$ cat config.mk
export PLATFORM = sky130hd
export DESIGN_NAME = scb_strap_bank
export DESIGN_NICKNAME = d
export VERILOG_FILES = /design/src/include/scb_pkg.sv /design/src/hw/scb_strap_bank.sv
export SDC_FILE = /design/constraint.sdc
export NUM_CORES = 1
export LEC_CHECK = 0
export ABC_AREA = 1
export BUFFER_PORTS_ARGS = -buffer_cell sky130_fd_sc_hd__buf_4
export CORE_MARGIN = 10
export CORE_UTILIZATION = 30
export CTS_CLUSTER_DIAMETER = 80
export CTS_CLUSTER_SIZE = 10
export DETAILED_ROUTE_END_ITERATION = 8
export PLACE_DENSITY_LB_ADDON = 0.1
export SLEW_MARGIN = 0
export SYNTH_ARGS = -nofsm -noshare
export SYNTH_HDL_FRONTEND = slang
export SYNTH_SLANG_ARGS = --single-unit
$ cat constraint.sdc
create_clock -name i_core_clk -period 0.92 [get_ports i_core_clk]
set_clock_uncertainty 0.05 [all_clocks]
set_input_delay 0.046 -clock i_core_clk [delete_from_list [all_inputs] [get_ports i_core_clk]]
set_output_delay 0.046 -clock i_core_clk [all_outputs]
set_load 0.005 [all_outputs]
$ cat src/include/scb_pkg.sv
/*
  Constants for the strap status bank: register offsets, field positions, widths.
  Assumes a 16-bit management register port with one-cycle read latency.
*/
package scb_pkg;
  // ----------------------------------------
  // register offsets
  // ----------------------------------------
  localparam logic [7:0] SCB_OFS_STS_ONE = 8'h6E;
  localparam logic [7:0] SCB_OFS_STS_TWO = 8'h6F;
  localparam int SCB_ADDR_W = 8;
  localparam int SCB_DATA_W = 16;
  // ----------------------------------------
  // first register fields
  // ----------------------------------------
  localparam int SCB_B_MIRROR = 15;
  localparam int SCB_B_DOWNSHIFT = 14;
  localparam int SCB_B_CLKOUT_OFF = 13;
  localparam int SCB_B_RMAC_OFF = 12;
  localparam int SCB_B_XOVER_OFF = 10;
  localparam int SCB_B_PAIR_SWAP = 9;
  localparam int SCB_B_HALF_DUP = 8;
  localparam int SCB_B_ANEG_OFF = 7;
  localparam int SCB_B_SPEED_LO = 5;
  localparam int SCB_B_ADDR_LO = 0;
  // ----------------------------------------
  // second register fields
  // ----------------------------------------
  localparam int SCB_B_QLL = 10;
  localparam int SCB_B_TXSKEW_LO = 4;
  localparam int SCB_B_RXSKEW_LO = 0;
  localparam logic [15:0] SCB_RESET_VALUE = 16'h0000;
endpackage

$ cat src/hw/scb_strap_bank.sv
/*
  Strap status bank: two read-only registers reporting strap levels caught at
  reset release. Assumes strap inputs are stable while i_srst is high and
  synchronous to i_core_clk.
*/
// Local design decision: the address-and-strobe port.
// Operation
// - bit 15 one shows mirroring strapped on
// - bit 14 one shows downshift strapped on
// - wide package: bit 13 clock output off
// - bit 12 one shows reduced mac interface off
// - bit 10 crossover off, bit 11 zero
// - bit 9 one shows forced pair swap
// - bit 8 one shows half duplex
// - bit 7 one shows autoneg off
// - wide package: bits 6:5 speed choice
// - narrow package: bit 5 speed, 6 zero
// - wide package: bits 4:0 management address
// - narrow package: bits 3:0 address, 4 zero
// - second reg bit 10 quick link loss
// - narrow package: bits 6:4 tx skew
// - narrow package: bits 2:0 rx skew
`timescale 1ns/100ps
`default_nettype none
module scb_strap_bank (
  // clock and reset
  input wire logic i_core_clk,
  input wire logic i_srst,
  // package variant: 1 = wide (larger package)
  input wire logic i_wide_package,
  // strap levels
  input wire logic i_strap_mirror,
  input wire logic i_strap_downshift,
  input wire logic i_sampled_clock_output_off,
  input wire logic i_sampled_reduced_mac_if_off,
  input wire logic i_sampled_auto_crossover_off,
  input wire logic i_sampled_forced_pair_swap,
  input wire logic i_sampled_half_duplex_on,
  input wire logic i_sampled_autoneg_off,
  input wire logic [1:0] i_sampled_speed_choice_wide,
  input wire logic [4:0] i_sampled_management_address,
  input wire logic i_sampled_quick_link_loss_on,
  input wire logic [2:0] i_strap_tx_skew,
  input wire logic [2:0] i_strap_rx_skew,
  // register port
  input wire logic [scb_pkg::SCB_ADDR_W-1:0] i_addr,
  input wire logic [scb_pkg::SCB_DATA_W-1:0] i_wdata,
  input wire logic i_wr,
  input wire logic i_rd,
  output logic [scb_pkg::SCB_DATA_W-1:0] o_rdata,
  // latched image valid
  output logic o_straps_valid
);
  import scb_pkg::*;

  // ----------------------------------------
  // state
  // ----------------------------------------
  typedef struct packed {
    logic in_reset;
    logic valid;
    logic [15:0] sts_one;
    logic [15:0] sts_two;
    logic [15:0] rdata;
  } scb_state_t;

  scb_state_t st;
  scb_state_t next_st;
  logic [15:0] img_one;
  logic [15:0] img_two;

  // ----------------------------------------
  // register images built from live straps
  // ----------------------------------------
  always_comb begin
    img_one = SCB_RESET_VALUE;
    img_one[SCB_B_MIRROR] = i_strap_mirror;
    img_one[SCB_B_DOWNSHIFT] = i_strap_downshift;
    img_one[SCB_B_CLKOUT_OFF] = i_wide_package & i_sampled_clock_output_off;
    img_one[SCB_B_RMAC_OFF] = i_sampled_reduced_mac_if_off;
    img_one[SCB_B_XOVER_OFF] = i_sampled_auto_crossover_off;
    img_one[SCB_B_PAIR_SWAP] = i_sampled_forced_pair_swap;
    img_one[SCB_B_HALF_DUP] = i_sampled_half_duplex_on;
    img_one[SCB_B_ANEG_OFF] = i_sampled_autoneg_off;
    if (i_wide_package) begin
      img_one[SCB_B_SPEED_LO +: 2] = i_sampled_speed_choice_wide;
      img_one[SCB_B_ADDR_LO +: 5] = i_sampled_management_address;
    end else begin
      // narrow package uses only the low speed bit and four address bits
      img_one[SCB_B_SPEED_LO] = i_sampled_speed_choice_wide[0];
      img_one[SCB_B_ADDR_LO +: 4] = i_sampled_management_address[3:0];
    end
    img_two = SCB_RESET_VALUE;
    img_two[SCB_B_QLL] = i_sampled_quick_link_loss_on;
    if (!i_wide_package) begin
      img_two[SCB_B_TXSKEW_LO +: 3] = i_strap_tx_skew;
      img_two[SCB_B_RXSKEW_LO +: 3] = i_strap_rx_skew;
    end
  end

  // ----------------------------------------
  // read decode
  // ----------------------------------------
  // one decoder for the live image on the capture edge and the held image later
  function automatic logic [SCB_DATA_W-1:0] f_select(
    input logic [SCB_ADDR_W-1:0] addr,
    input logic [SCB_DATA_W-1:0] one,
    input logic [SCB_DATA_W-1:0] two
  );
    logic [SCB_DATA_W-1:0] word;
    word = SCB_RESET_VALUE;
    case (addr)
      SCB_OFS_STS_ONE: begin
        word = one;
      end
      SCB_OFS_STS_TWO: begin
        word = two;
      end
      default: begin
        word = SCB_RESET_VALUE;
      end
    endcase
    return word;
  endfunction

  // ----------------------------------------
  // capture and read path
  // ----------------------------------------
  always_comb begin
    next_st = st;
    next_st.rdata = SCB_RESET_VALUE;
    // caught on the first edge after release, so the reset itself only loads constants
    if (st.in_reset) begin
      next_st.sts_one = img_one;
      next_st.sts_two = img_two;
      next_st.valid = 1'b1;
      next_st.in_reset = 1'b0;
    end
    if (i_rd) begin
      if (st.in_reset) begin
        next_st.rdata = f_select(i_addr, img_one, img_two);
      end else begin
        next_st.rdata = f_select(i_addr, st.sts_one, st.sts_two);
      end
    end
    // i_wr and i_wdata deliberately touch nothing: both registers are read-only
  end

  always_ff @(posedge i_core_clk) begin
    if (i_srst) begin
      st <= '0;
      st.in_reset <= 1'b1;
    end else begin
      st <= next_st;
    end
  end

  assign o_rdata = st.rdata;
  assign o_straps_valid = st.valid;
endmodule
`default_nettype wire

After elaboration in Yosys (flattened, before gate mapping) --
Index checks and enable logic that the tools add are counted.
Cells by class: shift-type cells 0, bitwise logic cells 2, div/mod/pow operators 0, mux-type cells 7, eq/ne operators 2, multiply operators 0, add/subtract/negate cells 0, magnitude comparators 0, reductions and logical operators 1
Operator list (number):
- $pmux 16 s2 | 2
- $eq 8x7->1 const B | 2
- $mux 16 | 1
- $mux 3 | 2
- $mux 1 | 2
- $reduce_or 2->1 | 1
- $and 1x1->1 | 1
- $not 1->1 | 1
Storage, ports and cells: bits in registers 40, input port bits 51, ROM bits 0, memories 0, latch bits 0, output and inout bits 17, word-level logic and storage cells 17, RAM bits 0

Longest topological paths before layout --
Gate-level depths: netlist of run 1.
depth in word-level cells 3, depth in mapped cells 6, gate-level depth less buffers 6

Worst setup path before layout of run 1 --
No wires, ideal clock.
path type register -> register, start point reg st[49] (netlist name), end point reg st, in the netlist o_rdata[12], setup time 0.119 ns, data arrival time 0.802 ns, clock period less this slack 0.971 ns, data required time 0.751 ns, cell stages (with the launch flop) 4, buffers on the path 1, setup slack -0.051 ns, cell sequence dfxtp_1 > buf_4 > mux2i_1 > nor2_1
Between the ends: word-level cells in the longest chain between the ends 1
Ends and longest elaborated chain:
- start: declaration | RTL line scb_strap_bank.sv:67 | scb_state_t st;
- start signal: assignment | RTL line scb_strap_bank.sv:154 | st <= next_st;
- $mux 16 | RTL line scb_strap_bank.sv:140 | if (st.in_reset) begin
Every way passes these cells. A chain may end at the register's enable or synchronous reset.

Worst setup path after layout of run 1 --
start point reg st[49] (netlist name), end point reg st, in the netlist o_rdata[0]
Same word-level chain as after synthesis.

==> results.cfg, run 1 <==
[grt]
grt_busiest_layer = met2
antenna_found_initial = 0
met1_usage_pct = 10.50
track_usage_pct = 9.134
grt_util_met2_pct = 14.93
grt-ovfl-total = 0
grt_pass1_wl_mm = 6.520
grt_pass1_vias = 1450
grt_max_degree = 14
grt_util_met3_pct = 3.648

[setup_path]
crit_path_max_incr_delay_ns = 0.38
critical_path_class = reg2reg
crit_required_ns = 1.04
start_kind = flop
r2r_cells = 6
path_cells = buf_12 -> buf_12 -> nand2_4 -> nand2_2 -> nand3_1 -> nand2_1
cp_slowest_cell = dfxtp_4
r2r_end = o_rdata[0]
cp_max_fo = 4
cpMostUsedCell = buf_12
r2r_slack_ns = -0.14
r2r-start = st[49]
worstPathArrival_ns = 1.18
setup.worst_path.end_class = flop

[route]
route.detailed.drc = 0
wl_per_cell_um = 11.77
postRouteAntennaNets = 0
firstDrtPassIters = 4
drt-total-wl_mm = 3.989
via_per_inst = 4.097
num_vias = 1389
drt_iter0_drc = 35

[clocking]
clk_latency_ns = 0.29
cts_made_buffers = 5
clk_pin_slew_ns = 0.08
cts_tree = built
htreeDepth = 2
root_buffer = clkbuf_8
cts.sinks = 39
clk_path_buf_depth = 2

[placed_design]
gp_congestion = 0.7502
dp_hpwl_mm = 2.906
io_buffer_count = 49

[finish]
multiInputGateArea_um2 = 804.5
diodes = 0
nNetsFinal = 317
post-route-util_pct = 46.68
seq_area_um2 = 784.5
fillCellCount = 561
area_delta_synth_final_pct = 53.02
drive_gt1_share_pct = 46.07

[floorplan]
die_x_um = 94.37
die_h_um = 94.37
start_util_pct = 30.50
dieArea_um2 = 8905
ioPinCount = 68
rows = 27
core-area_um2 = 5439

[synth]
ys_seq_area_share_pct = 47.06
synth_edf_count = 0
netlist_top_cells_area = dfxtp_1 (47%), nand2_1 (8.8%), buf_4 (8.1%)
syn_area_um2 = 1659
syn_inst = 206
yosysTopAreaCellShare_pct = 47.06
yosys_register_bits = 39
yosysWarningCount = 0
syn_avg_cell_area_um2 = 8.054
synth.distinct_cells = 21
yosys.area.top_type = dfxtp_1
synth-main-ff-cell = dfxtp_1
synthesis.nets = 257
async_flop_share_pct = 0

[sta]
fin_ws_ns = -0.1392
fin_tns_setup_ns = -2.867
fin_crit_ns = 1.059
period_share_pct = 115.1
slew_violations = 0
rsz0062_at_grt = yes
setup_violations = 35
hold_violations = 0
fmax_mhz = 944.1

[min_path]
whs_endpoint = o_rdata[10]
hp-class = in2reg
whs_path_depth = 4
hp-start = i_addr[4]

[power]
power.leakage_uw = 0.001219
worst_ir_drop_vdd_mv = 0.5811
p_per_area_nw_per_um2 = 1363

[status]
status = complete, but fails checks
violations = negative setup slack

[job]
cap_violations = 0
## critical path: cells and delay by family, from the launching register on
kind                   cells  cell delay [ns]
buffers and inverters      2             0.27
flip-flops                 1             0.38
AND/OR/NAND/NOR            4             0.24
## where the power goes
part | switching, uW | internal [uW]
Combinational | 260 | 303
Sequential | 26.8 | 1740
Clock | 602 | 530
## kinds of logic after synthesis
logic type	Yosys count	synth area share [%]
compound gates	14	5.581
flops	39	47.06
other cells	1	0.2260
mux	7	4.223
buf+inv	50	15.99
simple gates	95	26.92
## cell usage after synthesis, types with 2 or more instances
library cell,number
o21ai_1,2
nand3_1,16
nor2_8,2
inv_1,24
mux2i_1,7
a21oi_1,6
buf_4,18
inv_2,4
dfxtp_1,39
o21ai_2,6
nand2_1,39
nor2_1,31
buf_2,2
nand2_4,3
## cells in the final DEF (no fill, tap or decap), types with 2 or more instances in the layout
master	netlist	final
nor2_2	1	2
nand2_4	3	8
nor2_8	2	2
mux2i_2	0	3
nand2_1	39	21
dlygate4sd3_1	0	13
buf_6	1	2
o21ai_2	6	6
mux2i_4	0	3
nand3_2	0	3
clkbuf_8	0	5
buf_4	18	55
buf_12	0	4
o21ai_4	0	2
nand3_1	16	13
nand2_2	1	13
nor2_1	31	30
a21oi_2	0	5
dfxtp_1	39	38
inv_2	4	3
inv_1	24	24
## cell type report
cell class,count,share of cell area (%)
Timing Repair inverter,1,0.4436
Clock buffer,6,2.859
Clock inverter,2,0.4929
Timing Repair Buffer,74,25.43
Multi-Input combinational cell,117,31.69
Sequential cell,39,30.90
Inverter,28,4.633
Tap cell,72,3.549
## worst max-delay path by stage
stage	start	to	slack, ns	cells after the start
after floorplan	st[49]	o_rdata[12]	-0.003	3
after global placement	st[49]	o_rdata[3]	-0.13	3
after detailed placement	st[49]	o_rdata[0]	-0.13	5
after CTS	st[49]	o_rdata[0]	-0.13	6
after global routing	st[49]	st[20]	-0.17	5
final	st[49]	o_rdata[0]	-0.14	6
## per-layer routing
layer / up-vias / wire length (um)
li1: 731 / -
met1: 621 / 1768
met2: 35 / 1920
met3: 2 / 259
met4: 0 / 40
met5: - / 0
## stage by stage
step	hold slack (ns)	worst slack, ns	cell area, um2	std cells	total power (uW)
floorplan	0.02374	-0.002541	1674	206	2009
global placement	0.2620	-0.1270	2071	315	2200
detailed placement	0.2631	-0.1269	2071	315	2200
CTS	0.002964	-0.1265	2384	339	3432
global route	0.02045	-0.1712	2539	339	3615
finish	0.005827	-0.1392	2539	339	3460
## state kept, by name, summed over array words and instances (netlist names)
signal	flops
st	23
o_rdata	15
o_straps_valid	1
## repair_timing
item,in CTS,in global routing
pin swaps,4,12
hold buffers,13,0
buffers inserted,2,0
resized for setup,19,36
setup endpoints to repair,37,38
gates cloned,1,0
endpoints found under the hold margin,20,0
(Power assumes the default switching activity.)
==> run 2, diff against run 1 <==
--- a/config.mk
+++ b/config.mk
@@ -12,7 +12,9 @@
 export CTS_CLUSTER_DIAMETER = 80
 export CTS_CLUSTER_SIZE = 10
 export DETAILED_ROUTE_END_ITERATION = 8
+export GPL_TIMING_DRIVEN = 1
 export PLACE_DENSITY_LB_ADDON = 0.1
+export RECOVER_POWER = 50
 export SLEW_MARGIN = 0
 export SYNTH_ARGS = -nofsm -noshare
 export SYNTH_HDL_FRONTEND = slang
==> run 2 against run 1 <==
  * The flow still finishes with violations (negative setup slack)
  * Power barely moved
  * Sequential share of layout area about the same
  * Cell count unchanged
  * Combinational power is essentially flat
  * Register-to-register slack hardly changed
  * Sequential cell count unchanged
  * Worst setup slack stayed put
  * Maximum frequency is the same
  * Core utilization decreased by 0.069 points
  * Critical path type unchanged
  * Critical endpoint unchanged
==> results.cfg, run 2 (synthesis results as in run 1) <==
[sta]
fin_tns_setup_ns = -2.884
slew_violations = 0
period_share_pct = 115.1
fin_ws_ns = -0.1392
fmax_mhz = 944.1
hold_violations = 0
setup_violations = 35
fin_crit_ns = 1.059
rsz0062_at_grt = yes

[grt]
grt-ovfl-total = 0
antenna_found_initial = 0
grt_pass1_wl_mm = 6.520
grt_max_degree = 14
grt_pass1_vias = 1450
track_usage_pct = 9.134

[finish]
fillCellCount = 563
drive_gt1_share_pct = 45.69
layout_commonest_cell = buf_4
largest_reg_flops = 23
area_delta_synth_final_pct = 52.79
fin_cells = 339
nNetsFinal = 317
final_cell_mix = buf_4 (48), dfxtp_1 (38), nor2_1 (30), inv_1 (24), nand2_1 (21)
diodes = 0
largest_register = st

[route]
firstDrtPassIters = 4
postRouteAntennaNets = 0
via_per_inst = 4.103
route.detailed.drc = 0
wl_per_cell_um = 11.76
drt-total-wl_mm = 3.985
drt_iter0_drc = 35
num_vias = 1391

[clocking]
clk_latency_ns = 0.29
cts_made_buffers = 5
clk_pin_slew_ns = 0.08
clk_path_buf_depth = 2
htreeDepth = 2
cts.sinks = 39
cts_tree = built
root_buffer = clkbuf_8

[setup_path]
critical_path_class = reg2reg
start_kind = flop
setup.worst_path.end_class = flop
cp_max_fo = 4
r2r_slack_ns = -0.14
worstPathArrival_ns = 1.18
crit_required_ns = 1.04

[power]
p_per_area_nw_per_um2 = 1363
worst_ir_drop_vdd_mv = 0.5777
power.leakage_uw = 0.001211

[placed_design]
place_inst = 315
gp_congestion = 0.7502
dp_hpwl_mm = 2.906
io_buffer_count = 49

[floorplan]
dieArea_um2 = 8905
die_h_um = 94.37
start_util_pct = 30.50
rows = 27
core-area_um2 = 5439
ioPinCount = 68
die_x_um = 94.37

[status]
violations = negative setup slack
status = complete, but fails checks

[min_path]
hp-class = in2reg

[job]
cap_violations = 0
-- run 2: changes by cell type in the layout (fill, tap and decap cells not counted), sizes merged --
cell,before,now
clkbuf,6,13
buf,61,54
-- run 2: where the power goes --
group | internal (uW) | total [uW] | switching [uW]
registers | 1740 | 1770 | 26.8
logic | 303 | 562 | 260
clock network | 530 | 1130 | 598
-- run 2: final timing paths --
path,from,to,cells after the start
worst max register to register,st[49],o_rdata[0],6
worst max-delay path,st[49],o_rdata[0],6
worst min register to register,st[42],st[42],2
worst min-delay path,i_addr[4],o_rdata[10],4
-- run 2: timing repair --
item / in CTS / in global routing
setup endpoints to repair: 37 / 38
setup buffers: 2 / 0
endpoints found under the hold margin: 20 / 0
gates resized for setup: 19 / 36
pin swaps: 4 / 12
cloned: 1 / 0
hold buffers: 13 / 0
-- run 2: routing by layer --
layer	global-route usage [%]	up-vias	routed length (um)
li1	-	732	-
met1	10.50	622	1758
met2	14.93	35	1918
met3	3.648	2	267
met4	3.418	0	40
met5	0	-	0
-- run 2: layout make-up --
type                       count  area, um2  share of cell area, %
sequential                    39      784.5                  30.95
inverter                      28      117.6                  4.640
multi-input combinational    117      804.5                  31.74
timing repair inverter         1      11.26                 0.4442
clock buffer                   6      72.57                  2.863
timing repair buffer          74      641.9                  25.32
tap                           72      90.09                  3.554
clock inverter                 2      12.51                 0.4936
-- run 2: critical path: stages, from the launching register on --
cell and delay [ns]:
dfxtp_4 0.38, buf_12 0.14, buf_12 0.13, nand2_4 0.06, nand2_2 0.04, nand3_1 0.07, nand2_1 0.07
-- run 2: per-stage QoR --
stage	setup WS, ns	total power [uW]	hold slack (ns)	utilization (%)	cell area [um2]
after floorplan	-0.002541	2009	0.02374	-	1674
after global placement	-0.1270	2200	0.2620	38.07	2071
after detailed placement	-0.1269	2200	0.2631	38.07	2071
after CTS	-0.1265	3432	0.002964	43.82	2384
after global routing	-0.1712	3615	0.02045	46.61	2535
final	-0.1392	3456	0.005827	46.61	2535
